## src/rtl/sock_pkg.sv

```systemverilog
package sock_pkg;

	// Register byte addresses inside the socket window
	localparam logic [7:0] OFS_EVENT = 8'h00;
	localparam logic [7:0] OFS_SNAPSHOT = 8'h08;
	localparam logic [7:0] OFS_FORCING = 8'h0C;

	// Snapshot register field positions
	localparam int POS_SUPPLY_Y_CAP = 31;
	localparam int POS_SUPPLY_X_CAP = 30;
	localparam int POS_SUPPLY_3V3_CAP = 29;
	localparam int POS_SUPPLY_5V0_CAP = 28;
	localparam int POS_CARD_SUPPORTS_LO = 10;
	localparam int POS_INVALID_POWER = 9;
	localparam int POS_REMOVAL_LOSS = 8;
	localparam int POS_UNRECOGNIZED = 7;
	localparam int POS_READY_IRQ = 6;
	localparam int POS_CARDBUS_TYPE = 5;
	localparam int POS_LEGACY_TYPE = 4;
	localparam int POS_POWERED = 3;
	localparam int POS_DETECT_B = 2;
	localparam int POS_DETECT_A = 1;
	localparam int POS_STATUS_CHANGE = 0;

	// Forcing register strobe position
	localparam int POS_REINTERROGATE = 14;

	// Event register bit positions
	localparam int EV_POWER = 3;
	localparam int EV_DETECT_B = 2;
	localparam int EV_DETECT_A = 1;
	localparam int EV_STATUS = 0;
	localparam int EV_WIDTH = 4;

	// Socket supply capabilities: Y and X unsupported, 3.3 V and 5 V supported
	localparam logic [3:0] SOCKET_CAPS_RESET = 4'h3;
	localparam logic [3:0] SUPPORTS_RESET = 4'h0;
	localparam logic [31:0] WORD_ZERO = 32'h00000000;

	// Interrogation launch settle time
	localparam int LAUNCH_SETTLE_NS = 20;
	localparam int CLOCK_PERIOD_NS = 10;

	// Synchronised socket pin levels
	typedef struct packed {
		logic detect_a;
		logic detect_b;
		logic status_change;
		logic ready_irq;
	} sock_pins_t;

	// Card identity reported by the interrogation sequencer
	typedef struct packed {
		logic valid;
		logic cardbus;
		logic legacy;
		logic [3:0] supports;
	} card_ident_t;

	// Interrogation launcher states, Gray from idle through launch to busy, two bits back to idle
	typedef enum logic [1:0] {
		ST_IDLE = 2'b00,
		ST_LAUNCH = 2'b01,
		ST_BUSY = 2'b11
	} interrog_state_t;

endpackage : sock_pkg

```

## src/rtl/card_socket_present_state.sv

```systemverilog
// Operation
// - Snapshot at offset 08h, read-only, writes ignored
// - Y and X supply capability read zero
// - 3.3 V and 5 V capability read one
// - Bits 27 to 14 read zero
// - Bits 13 to 10 card supply support
// - Support and type update only at probe end or by forcing write
// - Bit 9 flags invalid power request
// - Bit 8 flags possible removal data loss
// - Bit 7 unrecognized card, held until a valid probe or forcing write
// - Bit 6 mirrors ready/interrupt pin level
// - Bit 5 CardBus type, set by interrogation
// - Bit 4 legacy type, set by interrogation
// - Bit 3 socket powered state, default zero
// - Bit 2 detect pin b, frozen while interrogating
// - Bit 1 detect pin a, frozen while interrogating
// - Bit 0 mirrors status change pin
// - Forcing writes reflected in snapshot fields
// - Field changes set events, write one clears
// - Reinterrogate strobe re-probes, enables power control
//
// Our own choice: the plain strobed port.
`timescale 1ns/1ps
`default_nettype none

module card_socket_present_state
	import sock_pkg::*;
#(
	parameter int SYNC_STAGES = 2
) (
	// Clock and reset
	input wire logic mclk,
	input wire logic rst,
	// Register port
	input wire logic [7:0] reg_addr,
	input wire logic [31:0] reg_wdata,
	input wire logic reg_wr,
	input wire logic reg_rd,
	output logic [31:0] reg_rdata,
	// Socket pins, asynchronous
	input wire logic detect_pin_a,
	input wire logic detect_pin_b,
	input wire logic card_status_change_pin,
	input wire logic ready_irq_pin,
	// Interrogation sequencer
	output logic interrog_start,
	input wire logic interrog_busy,
	input wire logic interrog_done,
	input wire card_ident_t interrog_ident,
	// Power control and bridge status
	input wire logic socket_powered,
	input wire logic invalid_power_event,
	input wire logic removal_loss_event,
	output logic power_control_enable,
	output logic [3:0] event_flags
);

	// Cycles the launch pulse is held off after a start request
	localparam int LAUNCH_CYCLES_RAW = (LAUNCH_SETTLE_NS + CLOCK_PERIOD_NS - 1) / CLOCK_PERIOD_NS;
	localparam int LAUNCH_CYCLES = (LAUNCH_CYCLES_RAW < 1) ? 1 : LAUNCH_CYCLES_RAW;

	// Address match helper, used by both write and read decode
	function automatic logic hit(input logic [7:0] a, input logic [7:0] ofs);
		hit = (a == ofs);
	endfunction : hit

	// Two-stage synchroniser chains for the four pins
	logic [SYNC_STAGES-1:0] sync_a; // Detect a chain
	logic [SYNC_STAGES-1:0] sync_b; // Detect b chain
	logic [SYNC_STAGES-1:0] sync_s; // Status change chain
	logic [SYNC_STAGES-1:0] sync_r; // Ready/irq chain
	sock_pins_t pins; // Settled pin levels

	// Snapshot fields
	logic [3:0] socket_caps; // Supply capability, Y X 3V3 5V0
	logic [3:0] card_supports; // Card supply support, Y X 3V3 5V0
	logic invalid_power_request; // Bad power request
	logic removal_loss_flag; // Data possibly lost at removal
	logic unrecognized_card_flag; // Not a recognizable card
	logic ready_irq_pin_level; // Live ready/irq level
	logic cardbus_type_flag; // CardBus card present
	logic legacy_type_flag; // 16-bit card present
	logic socket_powered_flag; // Socket power state
	logic detect_pin_b_level; // Frozen-capable detect b
	logic detect_pin_a_level; // Frozen-capable detect a
	logic status_change_level; // Live status change level

	// Sequencing
	interrog_state_t state; // Launcher state
	interrog_state_t next_state; // Launcher next state
	logic [7:0] launch_count; // Settle counter
	logic interrogating; // Detect bits must not follow pins
	logic inserted; // Both detects low
	logic inserted_prev; // Previous insertion level

	// Write decode
	logic wr_event; // Write to event register
	logic wr_forcing; // Write to forcing register
	logic [3:0] ev_set; // Hardware event sets
	logic [31:0] snapshot; // Assembled snapshot word

	// Synchronise every pin before any logic reads it
	// The contacts bounce on insertion; the chain only removes metastability,
	// the detect freeze during probing deals with the bounce itself
	always_ff @(posedge mclk) begin
		if (rst) begin
			sync_a <= '1;
			sync_b <= '1;
			sync_s <= '0;
			sync_r <= '0;
		end else begin
			sync_a <= {sync_a[SYNC_STAGES-2:0], detect_pin_a};
			sync_b <= {sync_b[SYNC_STAGES-2:0], detect_pin_b};
			sync_s <= {sync_s[SYNC_STAGES-2:0], card_status_change_pin};
			sync_r <= {sync_r[SYNC_STAGES-2:0], ready_irq_pin};
		end
	end

	// Only the last stage is ever read
	always_comb begin
		pins.detect_a = sync_a[SYNC_STAGES-1];
		pins.detect_b = sync_b[SYNC_STAGES-1];
		pins.status_change = sync_s[SYNC_STAGES-1];
		pins.ready_irq = sync_r[SYNC_STAGES-1];
	end

	// Decode writes; writes to the snapshot address fall through and do nothing
	always_comb begin
		wr_event = 1'b0;
		wr_forcing = 1'b0;
		if (reg_wr && hit(reg_addr, OFS_EVENT)) begin
			wr_event = 1'b1;
		end else if (reg_wr && hit(reg_addr, OFS_FORCING)) begin
			wr_forcing = 1'b1;
		end
	end

	// Insertion is both detect pins low, seen on live pins
	// Waiting for both contacts keeps a card that enters at an angle from
	// launching a probe on its first contact
	assign inserted = ~pins.detect_a & ~pins.detect_b;

	// Remember insertion level to find the inserting edge
	always_ff @(posedge mclk) begin
		if (rst) begin
			inserted_prev <= 1'b0;
		end else begin
			inserted_prev <= inserted;
		end
	end

	// Launcher next state: insertion or the reinterrogate strobe starts a probe
	// A strobe that arrives while a probe runs is dropped; the running probe
	// refreshes the same fields, so nothing is lost
	always_comb begin
		next_state = state;
		case (state)
			ST_IDLE: begin
				if ((inserted && !inserted_prev)
					|| (wr_forcing && reg_wdata[POS_REINTERROGATE])) begin
					next_state = ST_LAUNCH;
				end
			end
			ST_LAUNCH: begin
				if (launch_count == 8'(LAUNCH_CYCLES - 1)) begin
					next_state = ST_BUSY;
				end
			end
			ST_BUSY: begin
				if (interrog_done) begin
					next_state = ST_IDLE;
				end
			end
			default: begin
				next_state = ST_IDLE;
			end
		endcase
	end

	// Launcher state register
	always_ff @(posedge mclk) begin
		if (rst) begin
			state <= ST_IDLE;
		end else begin
			state <= next_state;
		end
	end

	// Settle counter runs only in launch
	// The settle time lets the detect contacts calm down before the
	// sequencer starts driving them
	always_ff @(posedge mclk) begin
		if (rst) begin
			launch_count <= 8'h00;
		end else if (state == ST_LAUNCH) begin
			launch_count <= launch_count + 8'h01;
		end else begin
			launch_count <= 8'h00;
		end
	end

	// Start pulse to the sequencer on leaving launch
	assign interrog_start = (state == ST_LAUNCH) && (next_state == ST_BUSY);

	// The detect pins are driven by the sequencer during probing, so freeze them
	assign interrogating = (state != ST_IDLE) || interrog_busy;

	// Power control enable: reinterrogate enables, a forced card supply bit disables
	// The strobe wins over supply bits in the same word, since the probe that
	// follows decides the card supply again
	always_ff @(posedge mclk) begin
		if (rst) begin
			power_control_enable <= 1'b1;
		end else if (wr_forcing && reg_wdata[POS_REINTERROGATE]) begin
			power_control_enable <= 1'b1;
		end else if (wr_forcing && (reg_wdata[POS_CARD_SUPPORTS_LO +: 4] != 4'h0)) begin
			power_control_enable <= 1'b0;
		end
	end

	// Capabilities are fixed; no forcing bit exists to override them
	always_ff @(posedge mclk) begin
		if (rst) begin
			socket_caps <= SOCKET_CAPS_RESET;
		end else begin
			socket_caps <= SOCKET_CAPS_RESET;
		end
	end

	// Card identity fields: probe result at its end, or forced by write
	// Between insertions software keeps seeing the last card's identity,
	// until the next probe ends or a forcing write lands
	always_ff @(posedge mclk) begin
		if (rst) begin
			card_supports <= SUPPORTS_RESET;
			cardbus_type_flag <= 1'b0;
			legacy_type_flag <= 1'b0;
		end else if (wr_forcing) begin
			card_supports <= reg_wdata[POS_CARD_SUPPORTS_LO +: 4];
			cardbus_type_flag <= reg_wdata[POS_CARDBUS_TYPE];
			legacy_type_flag <= reg_wdata[POS_LEGACY_TYPE];
		end else if (state == ST_BUSY && interrog_done) begin
			card_supports <= interrog_ident.supports;
			cardbus_type_flag <= interrog_ident.cardbus;
			legacy_type_flag <= interrog_ident.legacy;
		end
	end

	// Unrecognized card: set by a failed probe, cleared by a valid one, loaded from bit 7 by a forcing write
	always_ff @(posedge mclk) begin
		if (rst) begin
			unrecognized_card_flag <= 1'b0;
		end else if (wr_forcing) begin
			unrecognized_card_flag <= reg_wdata[POS_UNRECOGNIZED];
		end else if (state == ST_BUSY && interrog_done) begin
			unrecognized_card_flag <= ~interrog_ident.valid;
		end
	end

	// Invalid power request flag; a hardware event wins over a forced clear
	always_ff @(posedge mclk) begin
		if (rst) begin
			invalid_power_request <= 1'b0;
		end else if (invalid_power_event) begin
			invalid_power_request <= 1'b1;
		end else if (wr_forcing) begin
			invalid_power_request <= reg_wdata[POS_INVALID_POWER];
		end
	end

	// Removal loss flag; same set-over-clear ordering
	always_ff @(posedge mclk) begin
		if (rst) begin
			removal_loss_flag <= 1'b0;
		end else if (removal_loss_event) begin
			removal_loss_flag <= 1'b1;
		end else if (wr_forcing) begin
			removal_loss_flag <= reg_wdata[POS_REMOVAL_LOSS];
		end
	end

	// Live pin levels and power state
	always_ff @(posedge mclk) begin
		if (rst) begin
			ready_irq_pin_level <= 1'b0;
			status_change_level <= 1'b0;
			socket_powered_flag <= 1'b0;
		end else begin
			ready_irq_pin_level <= pins.ready_irq;
			status_change_level <= pins.status_change;
			socket_powered_flag <= socket_powered;
		end
	end

	// Detect levels hold while probing, since the sequencer drives those pins
	always_ff @(posedge mclk) begin
		if (rst) begin
			detect_pin_a_level <= 1'b1;
			detect_pin_b_level <= 1'b1;
		end else if (!interrogating) begin
			detect_pin_a_level <= pins.detect_a;
			detect_pin_b_level <= pins.detect_b;
		end
	end

	// Event sources: field changes, forced events; status edge rule by card type
	// Detect events are held back while probing; a real change during the
	// probe shows up as an event on the first cycle after it ends
	// CardBus cards report the rising status edge only, 16-bit cards both
	always_comb begin
		ev_set = 4'h0;
		ev_set[EV_POWER] = socket_powered_flag != socket_powered;
		ev_set[EV_DETECT_B] = !interrogating && (detect_pin_b_level != pins.detect_b);
		ev_set[EV_DETECT_A] = !interrogating && (detect_pin_a_level != pins.detect_a);
		if (cardbus_type_flag) begin
			ev_set[EV_STATUS] = !status_change_level && pins.status_change;
		end else begin
			ev_set[EV_STATUS] = status_change_level != pins.status_change;
		end
		if (wr_forcing) begin
			ev_set = ev_set | reg_wdata[EV_WIDTH-1:0];
		end
	end

	// Sticky events: write one clears, a same-cycle set wins
	// Keeping the set means no event is lost between a read and the clearing
	// write that software issues for it
	always_ff @(posedge mclk) begin
		if (rst) begin
			event_flags <= 4'h0;
		end else if (wr_event) begin
			event_flags <= (event_flags & ~reg_wdata[EV_WIDTH-1:0]) | ev_set;
		end else begin
			event_flags <= event_flags | ev_set;
		end
	end

	// Snapshot word assembly; unlisted bits stay zero
	always_comb begin
		snapshot = WORD_ZERO;
		snapshot[POS_SUPPLY_Y_CAP] = socket_caps[3];
		snapshot[POS_SUPPLY_X_CAP] = socket_caps[2];
		snapshot[POS_SUPPLY_3V3_CAP] = socket_caps[1];
		snapshot[POS_SUPPLY_5V0_CAP] = socket_caps[0];
		snapshot[POS_CARD_SUPPORTS_LO +: 4] = card_supports;
		snapshot[POS_INVALID_POWER] = invalid_power_request;
		snapshot[POS_REMOVAL_LOSS] = removal_loss_flag;
		snapshot[POS_UNRECOGNIZED] = unrecognized_card_flag;
		snapshot[POS_READY_IRQ] = ready_irq_pin_level;
		snapshot[POS_CARDBUS_TYPE] = cardbus_type_flag;
		snapshot[POS_LEGACY_TYPE] = legacy_type_flag;
		snapshot[POS_POWERED] = socket_powered_flag;
		snapshot[POS_DETECT_B] = detect_pin_b_level;
		snapshot[POS_DETECT_A] = detect_pin_a_level;
		snapshot[POS_STATUS_CHANGE] = status_change_level;
	end

	// Read data one cycle after the strobe, zero otherwise and for unmapped addresses
	// Zero outside the read cycle keeps stale data off the shared read bus
	always_ff @(posedge mclk) begin
		if (rst) begin
			reg_rdata <= WORD_ZERO;
		end else if (!reg_rd) begin
			reg_rdata <= WORD_ZERO;
		end else if (hit(reg_addr, OFS_SNAPSHOT)) begin
			reg_rdata <= snapshot;
		end else if (hit(reg_addr, OFS_EVENT)) begin
			reg_rdata <= {28'h0000000, event_flags};
		end else begin
			reg_rdata <= WORD_ZERO;
		end
	end

endmodule : card_socket_present_state

`default_nettype wire

```

## config.mk

```make
export PLATFORM = sky130hd
export DESIGN_NAME = card_socket_present_state
export DESIGN_NICKNAME = d
export VERILOG_FILES = /design/src/rtl/sock_pkg.sv /design/src/rtl/card_socket_present_state.sv
export SDC_FILE = /design/constraint.sdc
export NUM_CORES = 1
export LEC_CHECK = 0
export BUFFER_PORTS_ARGS = -buffer_cell sky130_fd_sc_hd__buf_2
export CAP_MARGIN = 10
export CORE_MARGIN = 5
export CORE_UTILIZATION = 41
export CTS_CLUSTER_SIZE = 12
export DETAILED_ROUTE_END_ITERATION = 6
export GPL_ROUTABILITY_DRIVEN = 0
export PLACE_DENSITY_LB_ADDON = 0.15
export SETUP_SLACK_MARGIN = 0.02
export SKIP_LAST_GASP = 1
export SLEW_MARGIN = 20
export SYNTH_ARGS = -nofsm -noshare
export SYNTH_HDL_FRONTEND = slang
export SYNTH_SLANG_ARGS = --single-unit
export TNS_END_PERCENT = 50
```

## constraint.sdc

```tcl
create_clock -name mclk -period 1.5 [get_ports mclk]
set_clock_uncertainty 0.1 [all_clocks]
set_input_delay 0.15 -clock mclk [delete_from_list [all_inputs] [get_ports mclk]]
set_output_delay 0.15 -clock mclk [all_outputs]
set_load 0.05 [all_outputs]
```

==> flow_metrics.env, run 1 <==
export IMPL_die_x_um=82.0
export IMPL_core_um2=5070
export IMPL_crit_type="reg -> out"
export IMPL_wl_met2_um=2040
export IMPL_cts_clk_slew_worst_paths_ns=0.09
export IMPL_max_clock_freq_mhz=608
export IMPL_fin_ws_ns=-0.144
export IMPL_grt_pass1_wl_um=7110
export IMPL_period_minus_slack_ns=1.64
export IMPL_finalHoldViolCount=0
export IMPL_pwr_share_seq_pct=53.3
export IMPL_cp_end_kind="primary output"
export IMPL_p_sw_share_pct=23.7
export IMPL_fill_cells=498
export IMPL_rsz0062_at_grt="true"
export IMPL_drc=0
export IMPL_num_rows=26
export IMPL_crit_path_start_kind="register"
export IMPL_overflow=0
export IMPL_finalSetupViolCount=1
export IMPL_vias=1639
export IMPL_dpl_hpwl_um=3440
export IMPL_hold_end="removal_loss_flag"
export IMPL_ys_seq_area_share_pct=50.0
export IMPL_cts_root_buf="clkbuf_8"
export IMPL_crit_required_ns=1.25
export IMPL_rr_startpoint="launch_count[2]"
export IMPL_ys_seq_elements=53
export IMPL_antenna_left=0
export IMPL_async_flop_share_pct=0
export IMPL_insertion_delay_ns=0.30
export IMPL_p_int_mw=2.08
export IMPL_tns_ns=-0.144
export IMPL_ys_warnings_count=0
export IMPL_cts_made_buffers=5
export IMPL_syn2layout_area_growth_pct=30.3
export IMPL_n_antenna_cell=0
export IMPL_reg2reg_depth=5
export IMPL_syn_area_um2=2120
export IMPL_violations="negative setup slack"
export IMPL_crit_fanout=2
export IMPL_routed_top_layer="met4"
export IMPL_syn_inst=203
export IMPL_p_leak_nw=1.25
export IMPL_power_per_cell_area_nw_per_um2=985
export IMPL_status="finished with violations"
export IMPL_vias_per_cell=4.57
export IMPL_grt_use_total_pct=14.0
export IMPL_min_path_cells=3
export IMPL_p_switching_mw=0.647
export IMPL_min_delay_start="reg_wdata[8]"
export IMPL_grt_max_degree=16
export IMPL_synth_flop_cell="dfxtp_1"
export IMPL_die_y_um=82.0
export IMPL_wl_per_cell_um=12.4
export IMPL_cts_max_level=2
export IMPL_clock_power_share_pct=35.9
export IMPL_start_util_pct=41.8
export IMPL_maxCapViolCount=0
export IMPL_worstPathArrival_ns=1.39
export IMPL_vdd_ir_drop_max_mv=0.434
export IMPL_fin_crit_sh_pct=110
export IMPL_netlist_area_leader_share_pct=50.0
export IMPL_final_nets=351
export IMPL_worstReg2RegEnd="launch_count[7]"
export IMPL_portBuffers=63
export IMPL_wl_met3_um=321
export IMPL_pin_count=98
export IMPL_yosys_area_top_type="dfxtp_1"
export IMPL_cts_tree="done"
export IMPL_clk_path_buf_depth=2
export IMPL_synth_edff_count=0
export IMPL_synthTopCellsByArea="dfxtp_1 (50%), buf_4 (6.0%), a211oi_2 (3.5%), nor2_1 (3.4%), mux2i_1 (3.3%)"
export IMPL_hp_class="in -> reg"
export IMPL_grt_pass1_vias=1563
export IMPL_grt_antenna_before_repair=0
export IMPL_pwr_share_comb_pct=10.8
export IMPL_drive_gt1_share_pct=37.4
export IMPL_ys_types=42
export IMPL_dp_slack_ns=-0.0757
export IMPL_dieArea_um2=6720
export IMPL_rrSetupSlack_ns=0.20
export IMPL_drt_total_wl_um=4470
export IMPL_drtIter0Drc=59
export IMPL_slew_violations=0
export IMPL_wl_met1_um=2020
export IMPL_firstDrtPassIters=4
export IMPL_clock_sinks=53
export IMPL_syn_area_per_cell_um2=10.5
## flip-flops by register name, summed over array words and instances, names as in the netlist, 2 cells and up
signal,count
reg_rdata,15
launch_count,8
card_supports,4
event_flags,4
state,2
sync_a,2
sync_b,2
sync_r,2
sync_s,2
## cell families (layout without fill, tap and decap cells)
logic type | Yosys count | after routing | share of synthesized area [%]
compound gates | 24 | 24 | 10.1
xor+xnor | 9 | 9 | 3.71
fa+ha+maj | 3 | 3 | 1.77
buf+inv | 27 | 98 | 8.54
flops | 53 | 53 | 50.0
mux | 7 | 7 | 3.30
other cells | 1 | 16 | 0.177
simple gates | 79 | 79 | 22.5
## layout by cell type (no fill, tap or decap), types with 3 or more instances in the layout
master         netlist  layout
nand4_1              5       5
a21oi_1              4       4
nand2_1              3       3
buf_4               17      17
and2_1              11      11
conb_1               1      16
nor3_1              10      10
clkbuf_8             0       6
nor2_1              19      19
nor2b_1              9       9
buf_2                1      62
a211oi_2             6       6
xor2_1               7       7
dlygate4sd3_1        0       7
or2_2                4       4
a22o_1               4       4
dfxtp_1             53      51
mux2i_1              7       7
nand3_1              5       5
## through the flow
| stage | area (um2) | util, % | hold slack, ns | power (mW) | std cells |
|---|---|---|---|---|---|
| floorplan | 2180 | - | 0.154 | 1.69 | 218 |
| global placement | 2530 | 49.9 | 0.232 | 1.76 | 343 |
| detailed placement | 2530 | 49.9 | 0.234 | 1.77 | 343 |
| CTS | 2770 | 54.5 | 0.00998 | 2.76 | 359 |
| global route | 2770 | 54.5 | 0.0103 | 2.84 | 359 |
| finish | 2770 | 54.5 | 0.0143 | 2.73 | 359 |
## cells in the mapped netlist (5+ instances only)
cell type	count
a211oi_2	6
xor2_1	7
dfxtp_1	53
and2_1	11
mux2i_1	7
nand4_1	5
buf_4	17
nand3_1	5
nor3_1	10
nor2_1	19
nor2b_1	9
## cell type report
type | count | area, um2 | area share (%)
Clock buffer | 7 | 86.3 | 3.12
Tap cell | 70 | 87.6 | 3.16
Clock inverter | 1 | 30.0 | 1.08
Inverter | 3 | 11.3 | 0.407
Multi-Input combinational cell | 138 | 966 | 34.9
Sequential cell | 53 | 1060 | 38.4
Timing Repair Buffer | 87 | 523 | 18.9
## power groups by stage
stage / Combinational [mW] / Clock, mW / Sequential (mW)
floorplan: 0.181 / 0 / 1.51
global placement: 0.278 / 0 / 1.49
detailed placement: 0.279 / 0 / 1.49
CTS: 0.295 / 1.01 / 1.45
global route: 0.318 / 1.06 / 1.46
finish: 0.294 / 0.979 / 1.45
## worst max-delay path: stages (launching register included)
cell and delay (ns):
dfxtp_2 0.33, inv_2 0.05, ha_4 0.11, nor4b_4 0.18
and4b_2 0.27, buf_8 0.15
## routing by layer
metal	GRT usage [%]	vias to the layer above
li1	-	842
met1	18.1	737
met2	21.7	53
met3	4.17	7
met4	5.48	0
met5	0	-
## worst max-delay path by stage
stage | start | to | slack [ns] | cells after the start
detailed placement | reg_addr[5] | power_control_enable | -0.08 | 5
global placement | reg_addr[5] | power_control_enable | -0.07 | 5
floorplan | reg_addr[5] | power_control_enable | 0.02 | 5
finish | launch_count[1] | interrog_start | -0.14 | 5
global route | launch_count[1] | interrog_start | -0.21 | 5
CTS | launch_count[1] | interrog_start | -0.15 | 5
## what timing repair did
item	4_1_cts	5_1_grt
endpoints found under the hold margin	7	0
resized for setup	10	0
pin swaps	1	1
buffers inserted	1	0
endpoints found under the setup margin	1	1
hold buffers	7	0
No activity file was read; power rests on OpenSTA's default activity.
==> inputs of run 2 (changes only) <==
CORE_UTILIZATION = 46   (was 41)
clock period = 1.7 ns   (was 1.5 ns; I/O delays follow)
==> run 2 against run 1 <==
The run now ends clean. Largest power group unchanged. Register-to-register slack lost 0.04 ns. Critical path depth did not move. Global-route usage grew 0.29 points. First-iteration DRC count up 41%. Highest routed layer unchanged.
==> flow_metrics.env, run 2 (synthesis results as in run 1) <==
export IMPL_drive_gt1_share_pct=36.6
export IMPL_period_minus_slack_ns=1.67
export IMPL_cts_tree="done"
export IMPL_cts_root_buf="clkbuf_8"
export IMPL_finalSetupViolCount=0
export IMPL_cp_end_kind="primary output"
export IMPL_dieArea_um2=6070
export IMPL_cts_made_buffers=5
export IMPL_largest_register="reg_rdata"
export IMPL_overflow=0
export IMPL_drtIter0Drc=83
export IMPL_cts_clk_slew_worst_paths_ns=0.09
export IMPL_finalNonFillerCells=336
export IMPL_antenna_left=0
export IMPL_tns_ns=0
export IMPL_insertion_delay_ns=0.30
export IMPL_grt_use_total_pct=14.3
export IMPL_dpl_hpwl_um=3260
export IMPL_clock_sinks=53
export IMPL_p_sw_share_pct=26.6
export IMPL_hp_class="in -> reg"
export IMPL_start_util_pct=48.1
export IMPL_fill_cells=388
export IMPL_vias=1600
export IMPL_pwr_share_comb_pct=11.5
export IMPL_pin_count=98
export IMPL_drt_total_wl_um=4330
export IMPL_grt_max_degree=18
export IMPL_status="completed"
export IMPL_reg_top3="reg_rdata: 15 flops, launch_count: 8 flops"
export IMPL_core_um2=4410
export IMPL_num_rows=24
export IMPL_pwr_share_seq_pct=57.2
export IMPL_crit_type="reg -> out"
export IMPL_drc=0
export IMPL_top_usage_layer="met2"
export IMPL_n_antenna_cell=0
export IMPL_die_x_um=77.9
export IMPL_p_int_mw=1.65
export IMPL_crit_required_ns=1.43
export IMPL_place_inst=320
export IMPL_clock_power_share_pct=31.3
export IMPL_crit_fanout=2
export IMPL_vdd_ir_drop_max_mv=0.551
export IMPL_portBuffers=63
export IMPL_max_clock_freq_mhz=598
export IMPL_grt_pass1_vias=1444
export IMPL_grt_antenna_before_repair=0
export IMPL_final_nets=346
export IMPL_power_per_cell_area_nw_per_um2=838
export IMPL_firstDrtPassIters=4
export IMPL_mostFrequentLayoutCells="buf_2 (62), dfxtp_1 (51), nor2_1 (19), conb_1 (16), buf_4 (13)"
export IMPL_grt_pass1_wl_um=6930
export IMPL_grtUsageMet2_pct=21.0
export IMPL_vias_per_cell=4.76
export IMPL_p_leak_nw=1.22
export IMPL_met1_usage_pct=19.4
export IMPL_grtUsageMet3_pct=4.63
export IMPL_wl_per_cell_um=12.9
export IMPL_final_common_cell="buf_2"
export IMPL_cts_max_level=2
export IMPL_maxCapViolCount=0
export IMPL_slew_violations=0
export IMPL_p_switching_mw=0.595
export IMPL_worstPathArrival_ns=1.40
export IMPL_largest_reg_flops=15
export IMPL_crit_path_start_kind="register"
export IMPL_syn2layout_area_growth_pct=25.9
export IMPL_fin_crit_sh_pct=98.4
export IMPL_rsz0062_at_grt="true"
export IMPL_die_y_um=77.9
export IMPL_finalHoldViolCount=0
export IMPL_clk_path_buf_depth=2
==> run 2: area by class of cell <==
| class | instances | area [um2] | area share, % |
|---|---|---|---|
| clock buffer | 5 | 68.8 | 2.57 |
| clock inverter | 3 | 21.3 | 0.796 |
| inverter | 3 | 11.3 | 0.421 |
| multi-input combinational | 138 | 965 | 36.1 |
| sequential | 53 | 1060 | 39.8 |
| tap | 52 | 65.1 | 2.43 |
| timing repair buffer | 82 | 479 | 17.9 |
==> run 2: metrics by stage <==
step	power [mW]	setup slack (ns)	utilization, %	hold WS (ns)	cell area [um2]
final	2.24	0.0272	60.6	0.00968	2670
after global routing	2.35	-0.0596	60.6	0.0133	2670
after CTS	2.27	0.00677	60.2	0.00149	2660
after detailed placement	1.56	0.140	56.0	0.254	2470
after global placement	1.55	0.148	56.0	0.251	2470
after floorplan	1.50	0.148	-	0.174	2180
==> run 2: worst max-delay path, stage by stage, from the launching register on <==
cell and delay [ns]:
dfxtp_2 0.33, inv_2 0.06, ha_4 0.11, nor4b_4 0.18, and4b_1 0.25, buf_6 0.16
==> run 2: worst paths after layout <==
kind / from / to / slack (ns) / depth (start not counted)
worst max register to register: state[1] / unrecognized_card_flag / 0.16 / 4
worst min register to register: sync_b[0] / sync_b[1] / 0.31 / 1
worst min-delay path: socket_powered / socket_powered_flag / 0.01 / 2
worst max-delay path: launch_count[1] / interrog_start / 0.03 / 5
==> run 2: timing repair <==
action / CTS / global route
setup endpoints to repair: 1 / 1
hold buffers: 5 / 1
hold endpoints to repair: 5 / 1
resized for setup: 9 / 0
pin swaps: 1 / 1
buffers inserted: 1 / 1
cloned: 0 / 0
==> run 2: power groups by stage <==
stage	sequential [mW]	combinational, mW	clock (mW)
after floorplan	1.34	0.160	0
after global placement	1.31	0.243	0
after detailed placement	1.31	0.245	0
after CTS	1.28	0.255	0.728
after global routing	1.29	0.276	0.789
final	1.28	0.257	0.701
==> run 2: routing by layer <==
metal	share of wire (%)	vias up	wire length, um
met5	0	-	0
met4	1.6	0	68
li1	-	831	-
met2	43	65	1880
met1	45	696	1940
met3	10	8	440
